### src/aic_regs.svh
`ifndef AIC_REGS_SVH
`define AIC_REGS_SVH

`define AIC_OFS_GEN_INT_STATUS 16'h209c
`define AIC_OFS_POLARITY       16'h3000
`define AIC_OFS_CLEAR          16'h3004
`define AIC_OFS_SELECT0        16'h3008
`define AIC_OFS_SELECT1        16'h300c
`define AIC_OFS_FLAGS0         16'h3010
`define AIC_OFS_FLAGS1         16'h3014

`define AIC_RST_POLARITY       32'h0000_0000
`define AIC_RST_SELECT         32'h0000_2000
`define AIC_RST_FLAGS          32'h0000_0000
`define AIC_RST_GEN_INT_STATUS 32'h0000_0010

`define AIC_POL_BIT            0
`define AIC_CUSTOM_LSB         9
`define AIC_EXT_NUM            8

`endif

### src/aic_pkg.sv
package aic_pkg;

  typedef struct packed {
    logic        wr;
    logic        rd;
    logic        from_seq;
    logic [15:0] addr;
    logic [31:0] wdata;
  } aic_req_t;

  typedef struct packed {
    logic [2:0] sel0;
    logic [1:0] sel1;
  } aic_route_t;

  typedef enum logic [2:0] {
    AIC_EXT_OFF     = 3'b000,
    AIC_EXT_RISE    = 3'b001,
    AIC_EXT_FALL    = 3'b010,
    AIC_EXT_BOTH    = 3'b011,
    AIC_EXT_HIGH    = 3'b100,
    AIC_EXT_LOW     = 3'b101
  } aic_ext_mode_t;

endpackage

### src/aic_interrupt_controller.sv
`timescale 1ns/10ps
`include "aic_regs.svh"

// Operation
// - two blocks, shared polarity and clear
// - enabled source event sets its flag
// - block0 to gpio 0/3/6, block1 4/7
// - software picks rising or falling output edge
// - polarity 0 falling, 1 rising
// - new interrupt toggles selected pin
// - host writes clear, device clears flag
// - clear acts only on ones
// - select bits 9..12 enable custom sources
// - writing one raises custom event
// - only sequencer writes reach custom status
// - eight external detectors, selectable modes
// - rising or falling edge gives pulse
// - either edge gives pulse on change
// - level modes hold while level present
// - external event wakes from hibernate
// - flags 0..8 measurement results
// - flags 13,15,16,17 sequencer events
// - flags 23..27 data fifo events
// - flag 29 outlier
// - flag 31 second sequence refused
// - flags read only, reset zero
// - select resets to boot done only
module aic_interrupt_controller
  import aic_pkg::*;
(
  input  wire logic             sys_clk_in,
  input  wire logic             srst_in,
  input  wire aic_req_t         req_in,
  output logic      [31:0]      rdata_out,
  output logic                  rvalid_out,
  input  wire logic [31:0]      event_in,
  input  wire logic             hibernate_in,
  input  wire logic [7:0]       ext_pin_in,
  input  wire aic_ext_mode_t [7:0] ext_mode_in,
  input  wire aic_route_t       route_in,
  output logic [7:0]            gpio_irq_out,
  output logic [7:0]            gpio_irq_en_n_out,
  output logic [7:0]            ext_irq_out,
  output logic                  wake_out
);

  logic [31:0] polarity_r;
  logic [31:0] select0_r;
  logic [31:0] select1_r;
  logic [31:0] flags0_r;
  logic [31:0] flags1_r;
  logic [31:0] gen_status_r;
  logic [31:0] custom_evt;
  logic [31:0] raw_evt;
  logic [31:0] clr_mask;
  logic [31:0] new0;
  logic [31:0] new1;
  logic        irq0_r;
  logic        irq1_r;
  logic [7:0]  ext_prev_r;
  logic [7:0]  ext_det;

  function automatic logic is_wr(input aic_req_t r, input logic [15:0] a);
    is_wr = r.wr && (r.addr == a);
  endfunction

  // Custom sources sit in bits 12:9; only sequencer writes count
  assign custom_evt = (is_wr(req_in, `AIC_OFS_GEN_INT_STATUS) &&
                       req_in.from_seq) ?
                      {19'h0, req_in.wdata[12:9], 9'h0} :
                      32'h0000_0000;
  // Bit map of sources follows event_in positions directly
  assign raw_evt  = (event_in & 32'hAF83_A1FF) |
                    custom_evt;
  assign clr_mask = is_wr(req_in, `AIC_OFS_CLEAR) ?
                    req_in.wdata : 32'h0000_0000;
  assign new0 = raw_evt & select0_r & ~flags0_r;
  assign new1 = raw_evt & select1_r & ~flags1_r;

  always_ff @(posedge sys_clk_in) begin
    if (srst_in) begin
      polarity_r <= `AIC_RST_POLARITY;
      select0_r  <= `AIC_RST_SELECT;
      select1_r  <= `AIC_RST_SELECT;
    end else if (req_in.wr) begin
      if (req_in.addr == `AIC_OFS_POLARITY) begin
        polarity_r <= {31'h0, req_in.wdata[`AIC_POL_BIT]};
      end
      if (req_in.addr == `AIC_OFS_SELECT0) begin
        select0_r <= req_in.wdata;
      end
      if (req_in.addr == `AIC_OFS_SELECT1) begin
        select1_r <= req_in.wdata;
      end
    end
  end

  // Set wins over a clear in the same cycle so no event is lost
  always_ff @(posedge sys_clk_in) begin
    if (srst_in) begin
      flags0_r <= `AIC_RST_FLAGS;
      flags1_r <= `AIC_RST_FLAGS;
    end else begin
      flags0_r <= (flags0_r & ~clr_mask) | (raw_evt & select0_r);
      flags1_r <= (flags1_r & ~clr_mask) | (raw_evt & select1_r);
    end
  end

  always_ff @(posedge sys_clk_in) begin
    if (srst_in) begin
      gen_status_r <= `AIC_RST_GEN_INT_STATUS;
    end else if (is_wr(req_in, `AIC_OFS_GEN_INT_STATUS) &&
                 req_in.from_seq) begin
      gen_status_r <= gen_status_r & ~req_in.wdata;
    end
  end

  // Idle level is opposite the active edge so the first event gives it
  always_ff @(posedge sys_clk_in) begin
    if (srst_in) begin
      irq0_r <= 1'b1;
      irq1_r <= 1'b1;
    end else begin
      if (|new0) begin
        irq0_r <= ~irq0_r;
      end
      if (|new1) begin
        irq1_r <= ~irq1_r;
      end
    end
  end

  // A toggle always flips; polarity picks which phase is "idle"
  logic lvl0;
  logic lvl1;
  assign lvl0 = polarity_r[`AIC_POL_BIT] ? ~irq0_r : irq0_r;
  assign lvl1 = polarity_r[`AIC_POL_BIT] ? ~irq1_r : irq1_r;

  always_comb begin
    gpio_irq_en_n_out = 8'hFF;
    case (route_in.sel0)
      3'd1: gpio_irq_en_n_out[0] = 1'b0;
      3'd2: gpio_irq_en_n_out[3] = 1'b0;
      3'd3: gpio_irq_en_n_out[6] = 1'b0;
      default: ;
    endcase
    case (route_in.sel1)
      2'd1: gpio_irq_en_n_out[4] = 1'b0;
      2'd2: gpio_irq_en_n_out[7] = 1'b0;
      default: ;
    endcase
  end

  // Reset to the idle level so the host sees no false edge on release
  always_ff @(posedge sys_clk_in) begin
    if (srst_in) begin
      gpio_irq_out <= 8'hD9;
    end else begin
      gpio_irq_out <= {lvl1, lvl0, 1'b0, lvl1, lvl0, 2'b00, lvl0};
    end
  end

  always_ff @(posedge sys_clk_in) begin
    if (srst_in) begin
      ext_prev_r <= 8'h00;
    end else begin
      ext_prev_r <= ext_pin_in;
    end
  end

  genvar gi;
  generate
    for (gi = 0; gi < `AIC_EXT_NUM; gi++) begin : g_ext
      always_comb begin
        case (ext_mode_in[gi])
          AIC_EXT_RISE: ext_det[gi] = ext_pin_in[gi] & ~ext_prev_r[gi];
          AIC_EXT_FALL: ext_det[gi] = ~ext_pin_in[gi] & ext_prev_r[gi];
          AIC_EXT_BOTH: ext_det[gi] = ext_pin_in[gi] ^ ext_prev_r[gi];
          AIC_EXT_HIGH: ext_det[gi] = ext_pin_in[gi];
          AIC_EXT_LOW:  ext_det[gi] = ~ext_pin_in[gi];
          default:      ext_det[gi] = 1'b0;
        endcase
      end
    end
  endgenerate

  always_ff @(posedge sys_clk_in) begin
    if (srst_in) begin
      ext_irq_out <= 8'h00;
      wake_out    <= 1'b0;
    end else begin
      ext_irq_out <= ext_det;
      wake_out    <= hibernate_in & (|ext_det);
    end
  end

  always_ff @(posedge sys_clk_in) begin
    if (srst_in) begin
      rdata_out  <= 32'h0000_0000;
      rvalid_out <= 1'b0;
    end else begin
      rvalid_out <= req_in.rd;
      case (req_in.addr)
        `AIC_OFS_POLARITY:       rdata_out <= polarity_r;
        `AIC_OFS_SELECT0:        rdata_out <= select0_r;
        `AIC_OFS_SELECT1:        rdata_out <= select1_r;
        `AIC_OFS_FLAGS0:         rdata_out <= flags0_r;
        `AIC_OFS_FLAGS1:         rdata_out <= flags1_r;
        `AIC_OFS_GEN_INT_STATUS: rdata_out <= gen_status_r;
        default:                 rdata_out <= 32'h0000_0000;
      endcase
    end
  end

endmodule // aic_interrupt_controller

### config.mk
export PLATFORM = sky130hd
export DESIGN_NAME = aic_interrupt_controller
export DESIGN_NICKNAME = d
export VERILOG_FILES = /design/src/aic_pkg.sv /design/src/aic_interrupt_controller.sv
export VERILOG_INCLUDE_DIRS = /design/src
export SDC_FILE = /design/constraint.sdc
export NUM_CORES = 1
export LEC_CHECK = 0
export ABC_AREA = 1
export BUFFER_PORTS_ARGS = -buffer_cell sky130_fd_sc_hd__buf_2
export CORE_MARGIN = 2
export CORE_UTILIZATION = 40
export CTS_CLUSTER_DIAMETER = 150
export DETAILED_ROUTE_END_ITERATION = 6
export PLACE_DENSITY_LB_ADDON = 0.12
export SLEW_MARGIN = 0
export SYNTH_ARGS = -nofsm -noshare
export SYNTH_HDL_FRONTEND = slang
export SYNTH_SLANG_ARGS = --single-unit
export TNS_END_PERCENT = 20
### constraint.sdc
create_clock -name sys_clk_in -period 1.5 [get_ports sys_clk_in]
set_input_delay 0.225 -clock sys_clk_in [delete_from_list [all_inputs] [get_ports sys_clk_in]]
set_output_delay 0.225 -clock sys_clk_in [all_outputs]
set_load 0.01 [all_outputs]
==> run metrics, run 1 <==
number of H-tree branching levels 1; number of distinct library cells after synthesis 30; maximum number of pins on one net before global-route repair 100; worst hold slack across all endpoints around 0.011 ns; capture instance of the worst register-to-register path irq0_r; worst setup skew after layout between 0.015 and 0.02 ns; most common cell after layout, fill and taps aside sky130_fd_sc_hd__dfxtp_1; initial antenna violation count 0; clock transition time at the flip-flop clock pins of the worst setup and hold paths 0.06 ns; cells traversed along the worst timing path nand3b_1, o21ai_2, nor2_2, nand3_2, nor2_4, nand2_2, nor2_4, nand2_1, nand2_1, nand3_1; r2r startpoint flags0_r[26]; number of cells produced by synthesis 1256; Worst path max stage delay 0.32 ns; Final Hold Viols 0; Syn-to-layout area delta 38.1%; slowest CP cell sky130_fd_sc_hd__dfxtp_2; register area 4320 um2; clock sinks around 220; floorplan die width 157 um; class of the most critical setup path reg2reg; TritonCTS clock tree yes; total of flip-flops plus latches after synthesis around 220; Highest Clock Rate approximately 0.68 GHz; starting density of the core 0.411; leakage component of the power 0.00562 uW; critical path startpoint flags0_r[26]; fraction of final layout cells sized beyond drive strength 1 0.249; post-route DRC violation count 0; buffers added on ports 162; Crit path max-delay family simple AND/OR/NAND/NOR gates; DRT antenna net count 0; commonest non-fill, non-tap cells in the layout 206 x sky130_fd_sc_hd__dfxtp_1, 161 x sky130_fd_sc_hd__nand2_1, 154 x sky130_fd_sc_hd__buf_2, 143 x sky130_fd_sc_hd__inv_1, 134 x sky130_fd_sc_hd__o21ai_0; total of warnings raised by yosys 0; unrepaired setup endpoints after global routing true; CP Capture Type register; vertical die dimension ~160 um; Core Area ~23000 um2; DIE AREA around 25000 um2; share of the cycle needed by the critical path after routing 0.975; CP Data Arrival Time ~1.9 ns; summed negative setup slack over all endpoints 0 ns; worst voltage drop across the vdd grid 0.000641 V; total count of max-transition violations in the final report 0; DP Wirelength 20100 um; routability congestion estimate around 0.82; maximum root-to-sink buffer count 3; crit path launch type register; top-level port count 181; Via-to-Cell Ratio 5.10; mean routed wirelength per cell 15.6 um; first-pass GRT wire length between 40000 and 50000 um; Root Buffer sky130_fd_sc_hd__clkbuf_16; Placement Rows 55; area occupied by multi-input gates around 4300 um2; number of maximum-capacitance constraint violations 0; instance count on the critical path 10; Crit Path Max Fanout 2; fin crit period between 1 and 1.5 ns; Total Wirelength between 20000 and 30000 um; via count of the first global-routing pass slightly above 9000; Post-DP Area ~11000 um2; tightest slew margin relative to the limit 0.649; Worst-Skew Late Latency approximately 0.52 ns; final layout net count 1682; outcome completed; termination of the worst setup path irq0_r; hold crit path type in2reg; final design instance area without fill 12900 um2; CTS buffer count 25; number of optimization iterations in the first detailed-route pass 5; Mapped Area 9350 um2; reg-to-reg setup timing slack ~0.037 ns; aggregate global-route resource usage 0.234; post-synthesis sequential area ratio 0.460; total power density per cell area 995 nW/um2; Buffers & Inverters on Critical Path 0; count of fill cells added during filler insertion about 2100; setup violation total in the final timing report 0; diode count 0; worst-case reg-to-reg path depth 10; Post-Route Utilization 0.567; Worst-Margin Slew 0.527 ns; PnR Total Power 12800 uW; endpoint required time on the critical path 1.89 ns; DRT iter0 DRCs around 640; average cell area after synthesis about 7.4 um2; gr ovfl total 0; DR vias 9558
area by class of cell:
class,instances,share of cell area
Sequential cell,215,0.334
Multi-Input combinational cell,821,0.334
Timing Repair Buffer,328,0.192
Clock buffer,38,0.0569
Inverter,152,0.0442
Tap cell,313,0.0303
Clock inverter,6,0.00843
report_power, final:
part / switching, uW / total [uW] / internal [uW] / leakage (uW)
clock: 2370 / 6240 / 3870 / 0.000414
combinational: 472 / 828 / 356 / 0.00346
sequential: 19.6 / 5770 / 5750 / 0.00174
kinds of logic (layout without fill, tap and decap cells):
group | Yosys count | after routing | synth area share
AND/OR/NAND/NOR | 456 | 456 | 0.220
flip-flops | 215 | 215 | 0.460
adder cells (fa/ha/maj) | 16 | 16 | 0.0214
AO/OA/AOI/OAI | 343 | 343 | 0.198
other | 2 | 6 | 0.000803
buffers and inverters | 224 | 524 | 0.0991
worst reg2reg max path, delay by kind of cell, from the launching register on:
| family | cells | cell delay (ns) |
|---|---|---|
| flops | 1 | 0.32 |
| simple gates | 9 | 0.92 |
| compound gates | 1 | 0.09 |
through the flow:
step / setup slack (ns) / instances
floorplan: -0.0409 / 1260
global placement: -0.420 / 1780
detailed placement: -0.426 / 1780
CTS: -0.0262 / 1871
global route: -0.0808 / 1873
finish: 0.0374 / 1873
worst min-delay path by stage:
stage	cells after the start	endpoint	slack, ns	startpoint
floorplan	1	gen_status_r[5]	0.32	req_in[5]
global placement	2	gen_status_r[26]	0.42	req_in[26]
detailed placement	2	gen_status_r[25]	0.42	req_in[25]
CTS	3	ext_irq_out[0]	0.003	ext_mode_in[1]
global route	3	ext_irq_out[0]	0.02	ext_mode_in[1]
finish	3	ext_irq_out[4]	0.01	ext_mode_in[13]
state kept, by name (all words and copies together) (netlist names):
register / cells
gen_status_r: 32
select0_r: 32
ext_prev_r: 8
gpio_irq_out: 2
flags0_r: 32
irq1_r: 1
flags1_r: 32
ext_irq_out: 8
rdata_out: 32
select1_r: 32
rvalid_out: 1
polarity_r: 1
irq0_r: 1
wake_out: 1
what timing repair did:
action / CTS / global route
hold buffers: 47 / 0
pin swaps: 1 / 19
buffers inserted: 0 / 7
setup endpoints to repair: 2 / 62
resized for setup: 10 / 74
cloned: 0 / 2
hold endpoints to repair: 65 / 0
cell usage after synthesis (all sizes together):
master,number,area (um2)
a211oi,28,210
nor3b,3,22.5
nor3,29,156
o2111ai,8,70.1
ha,16,200
nor4,2,12.5
o21ai,164,821
nor2,107,444
dfxtp,215,4300
nand3,116,581
a21oi,124,621
nand3b,14,105
clkbuf,29,109
o22ai,8,50.1
or2,1,6.26
nand4,12,75.1
o211ai,10,75.1
conb,2,7.51
o21a,1,7.51
buf,43,248
nand2,172,656
inv,152,571
metal layers:
| layer | track usage | vias to the layer above | share of wire |
|---|---|---|---|
| met5 | 0 | - | 0 |
| met1 | 0.310 | 4455 | 0.46 |
| met3 | 0.0330 | 49 | 0.056 |
| met2 | 0.399 | 282 | 0.47 |
| met4 | 0.0647 | 0 | 0.020 |
| li1 | - | 4772 | - |
(Power assumes the default switching activity.)
==> run 2, diff against run 1 <==
--- a/config.mk
+++ b/config.mk
@@ -10,9 +10,10 @@
 export BUFFER_PORTS_ARGS = -buffer_cell sky130_fd_sc_hd__buf_2
 export CORE_MARGIN = 2
 export CORE_UTILIZATION = 40
+export CTS_BUF_LIST = sky130_fd_sc_hd__clkbuf_16
 export CTS_CLUSTER_DIAMETER = 150
 export DETAILED_ROUTE_END_ITERATION = 6
-export PLACE_DENSITY_LB_ADDON = 0.12
+export PLACE_DENSITY = 0.64
 export SLEW_MARGIN = 0
 export SYNTH_ARGS = -nofsm -noshare
 export SYNTH_HDL_FRONTEND = slang
==> run 2 against run 1 <==
The flow now finishes with violations (setup timing). Register-to-register slack lost 0.04 ns. Clock power down 5.3%. Total power is 2.7% lower. Flip-flop and latch count is the same. Critical path depth is the same. Hold slack improved by 0.0049 ns. Wire length shrank 1.9%. Cell area down 3.4%. Via count is 0.99% lower. Largest power group unchanged.
==> run metrics, run 2 (same netlist as run 1, synthesis figures left out) <==
DR vias 9463 (was 9558); Via-to-Cell Ratio 5.14 (was 5.10); Post-Route Utilization 0.547 (was 0.567); CP Capture Type register (unchanged); worst setup skew after layout 0.00722 ns (was 0.0150 ns); most common cell after layout, fill and taps aside sky130_fd_sc_hd__dfxtp_1 (unchanged); Crit Path Max Fanout 2 (unchanged); worst hold slack across all endpoints 0.0164 ns (was 0.0115 ns); number of H-tree branching levels 1 (unchanged); Total Wirelength 28600 um (was 29200 um); top-level port count 181 (unchanged); maximum root-to-sink buffer count 3 (unchanged); crit path setup slack, layout -0.000983 ns (was 0.0374 ns); outcome complete, but fails checks (was completed); DIE AREA 24600 um2 (unchanged); number of maximum-capacitance constraint violations 0 (unchanged); number of optimization iterations in the first detailed-route pass 7 (was 5); worst voltage drop across the vdd grid 0.000715 V (was 0.000641 V); maximum number of pins on one net before global-route repair 100 (unchanged); CTS buffer count 24 (was 25); Worst-Margin Slew 0.507 ns (was 0.527 ns); class of the most critical setup path reg2reg (unchanged); routability congestion estimate 0.851 (was 0.815); setup violation total in the final timing report 1 (was 0); clock transition time at the flip-flop clock pins of the worst setup and hold paths 0.06 ns (about the same); mean routed wirelength per cell 15.5 um (was 15.6 um); commonest non-fill, non-tap cells in the layout 206 x sky130_fd_sc_hd__dfxtp_1, 162 x sky130_fd_sc_hd__nand2_1, 158 x sky130_fd_sc_hd__buf_2, 153 x sky130_fd_sc_hd__inv_1, 137 x sky130_fd_sc_hd__o21ai_0 (was 206 x sky130_fd_sc_hd__dfxtp_1, 161 x sky130_fd_sc_hd__nand2_1, 154 x sky130_fd_sc_hd__buf_2, 143 x sky130_fd_sc_hd__inv_1, 134 x sky130_fd_sc_hd__o21ai_0); PnR Total Power 12500 uW (was 12800 uW); fin crit period 1.50 ns (was 1.46 ns); endpoint required time on the critical path 1.89 ns (about the same); vertical die dimension 157 um (unchanged); Post-DP Area 11000 um2 (was 11300 um2); share of the cycle needed by the critical path after routing 1.00 (was 0.975); floorplan die width 157 um (unchanged); unrepaired setup endpoints after global routing true (unchanged); TritonCTS clock tree yes (unchanged); aggregate global-route resource usage 0.229 (was 0.234); final design instance area without fill 12500 um2 (was 12900 um2); tightest slew margin relative to the limit 0.662 (was 0.649); DP Wirelength 19200 um (was 20100 um); post-route DRC violation count 0 (unchanged); Highest Clock Rate 0.666 GHz (was 0.684 GHz); gr ovfl total 0 (unchanged); Placement Rows 55 (unchanged); clock sinks 215 (unchanged); DRT antenna net count 0 (unchanged); crit path launch type register (unchanged); final layout net count 1649 (was 1682); initial antenna violation count 1 (was 0); via count of the first global-routing pass 9068 (was 9102); leakage component of the power 0.00539 uW (was 0.00562 uW); violated checks setup timing; total power density per cell area 1000 nW/um2 (was 995 nW/um2); Syn-to-layout area delta 33.3% (was 38.1%); Core Area 22800 um2 (unchanged); first-pass GRT wire length 45600 um (was 46200 um); starting density of the core 0.411 (unchanged); number of instances in the placed design 1749 (was 1780); Worst-Skew Late Latency 0.51 ns (was 0.52 ns); filler-free cell count of the finished design 1842 (was 1873); CP Data Arrival Time 1.89 ns (was 1.86 ns); hold crit path type in2reg (unchanged); fraction of final layout cells sized beyond drive strength 1 0.224 (was 0.249); DRT iter0 DRCs 737 (was 644); buffers added on ports 162 (unchanged); Final Hold Viols 0 (unchanged); Root Buffer sky130_fd_sc_hd__clkbuf_16 (unchanged); total count of max-transition violations in the final report 0 (unchanged)
-- run 2: cell count changes in the layout (fill, tap and decap cells not counted), sizes merged --
cell	previous run	this run
inv	153	156
dlymetal6s4s	5	3
buf	279	247
dlygate4sd3	42	46
clkbuf	40	25
clkinv	2	9
clkinvlp	0	3
diode	0	1
-- run 2: power by group --
group | total (uW) | switching (uW) | internal (uW)
Clock | 5910 | 2370 | 3540
Sequential | 5770 | 19.4 | 5750
Combinational | 821 | 473 | 349
Total | 12500 | 2860 | 9630
-- run 2: cell type report --
cell class,count,area [um2]
clock buffers,25,626
well taps,313,392
flip-flops and latches,215,4320
repair buffers,296,2110
fillers,2196,10300
diodes,1,2.50
inverters,152,571
clock inverters,19,173
multi-input cells,821,4280
-- run 2: what timing repair did --
| action | in CTS | in global routing |
|---|---|---|
| hold buffers | 49 | 0 |
| gates resized for setup | 13 | 52 |
| gates cloned | 0 | 0 |
| pin swaps | 6 | 16 |
| hold endpoints to repair | 64 | 0 |
| endpoints found under the setup margin | 2 | 44 |
| buffers inserted | 0 | 2 |
-- run 2: stage by stage --
| stage | TNS [ns] | setup WS, ns |
|---|---|---|
| after global placement | -49.78 | -0.367 |
| after CTS | -0.0302 | -0.0246 |
| after global routing | -0.461 | -0.113 |
| after detailed placement | -55.30 | -0.454 |
| final | -0.000983 | -0.000983 |
| after floorplan | -2.24 | -0.0409 |
-- run 2: layer usage --
metal  global-route usage  wire (um)  vias to the layer above
met4               0.0550        516                        0
met5                    0          0                        -
li1                     -          -                     4706
met1                0.298      12700                     4372
met3               0.0377       1920                       45
met2                0.396      13500                      340
-- run 2: final timing paths --
kind | from | end | slack (ns) | depth (start not counted)
hold / removal | event_in[26] | flags1_r[26] | 0.02 | 3
setup reg to reg | flags0_r[26] | irq0_r | -0.001 | 10
setup / recovery | flags0_r[26] | irq0_r | -0.001 | 10
hold reg to reg | gen_status_r[2] | gen_status_r[2] | 0.44 | 2
-- run 2: critical path, stage by stage, from the launching register on --
cell and delay, ns:
sky130_fd_sc_hd__dfxtp_2 0.32, sky130_fd_sc_hd__nand3b_1 0.15, sky130_fd_sc_hd__o21ai_1 0.09, sky130_fd_sc_hd__nor2_1 0.16
sky130_fd_sc_hd__nand3_1 0.14, sky130_fd_sc_hd__nor2_2 0.17, sky130_fd_sc_hd__nand2_1 0.08, sky130_fd_sc_hd__nor2_2 0.11
sky130_fd_sc_hd__nand2_1 0.06, sky130_fd_sc_hd__nand2_1 0.05, sky130_fd_sc_hd__nand3_1 0.05
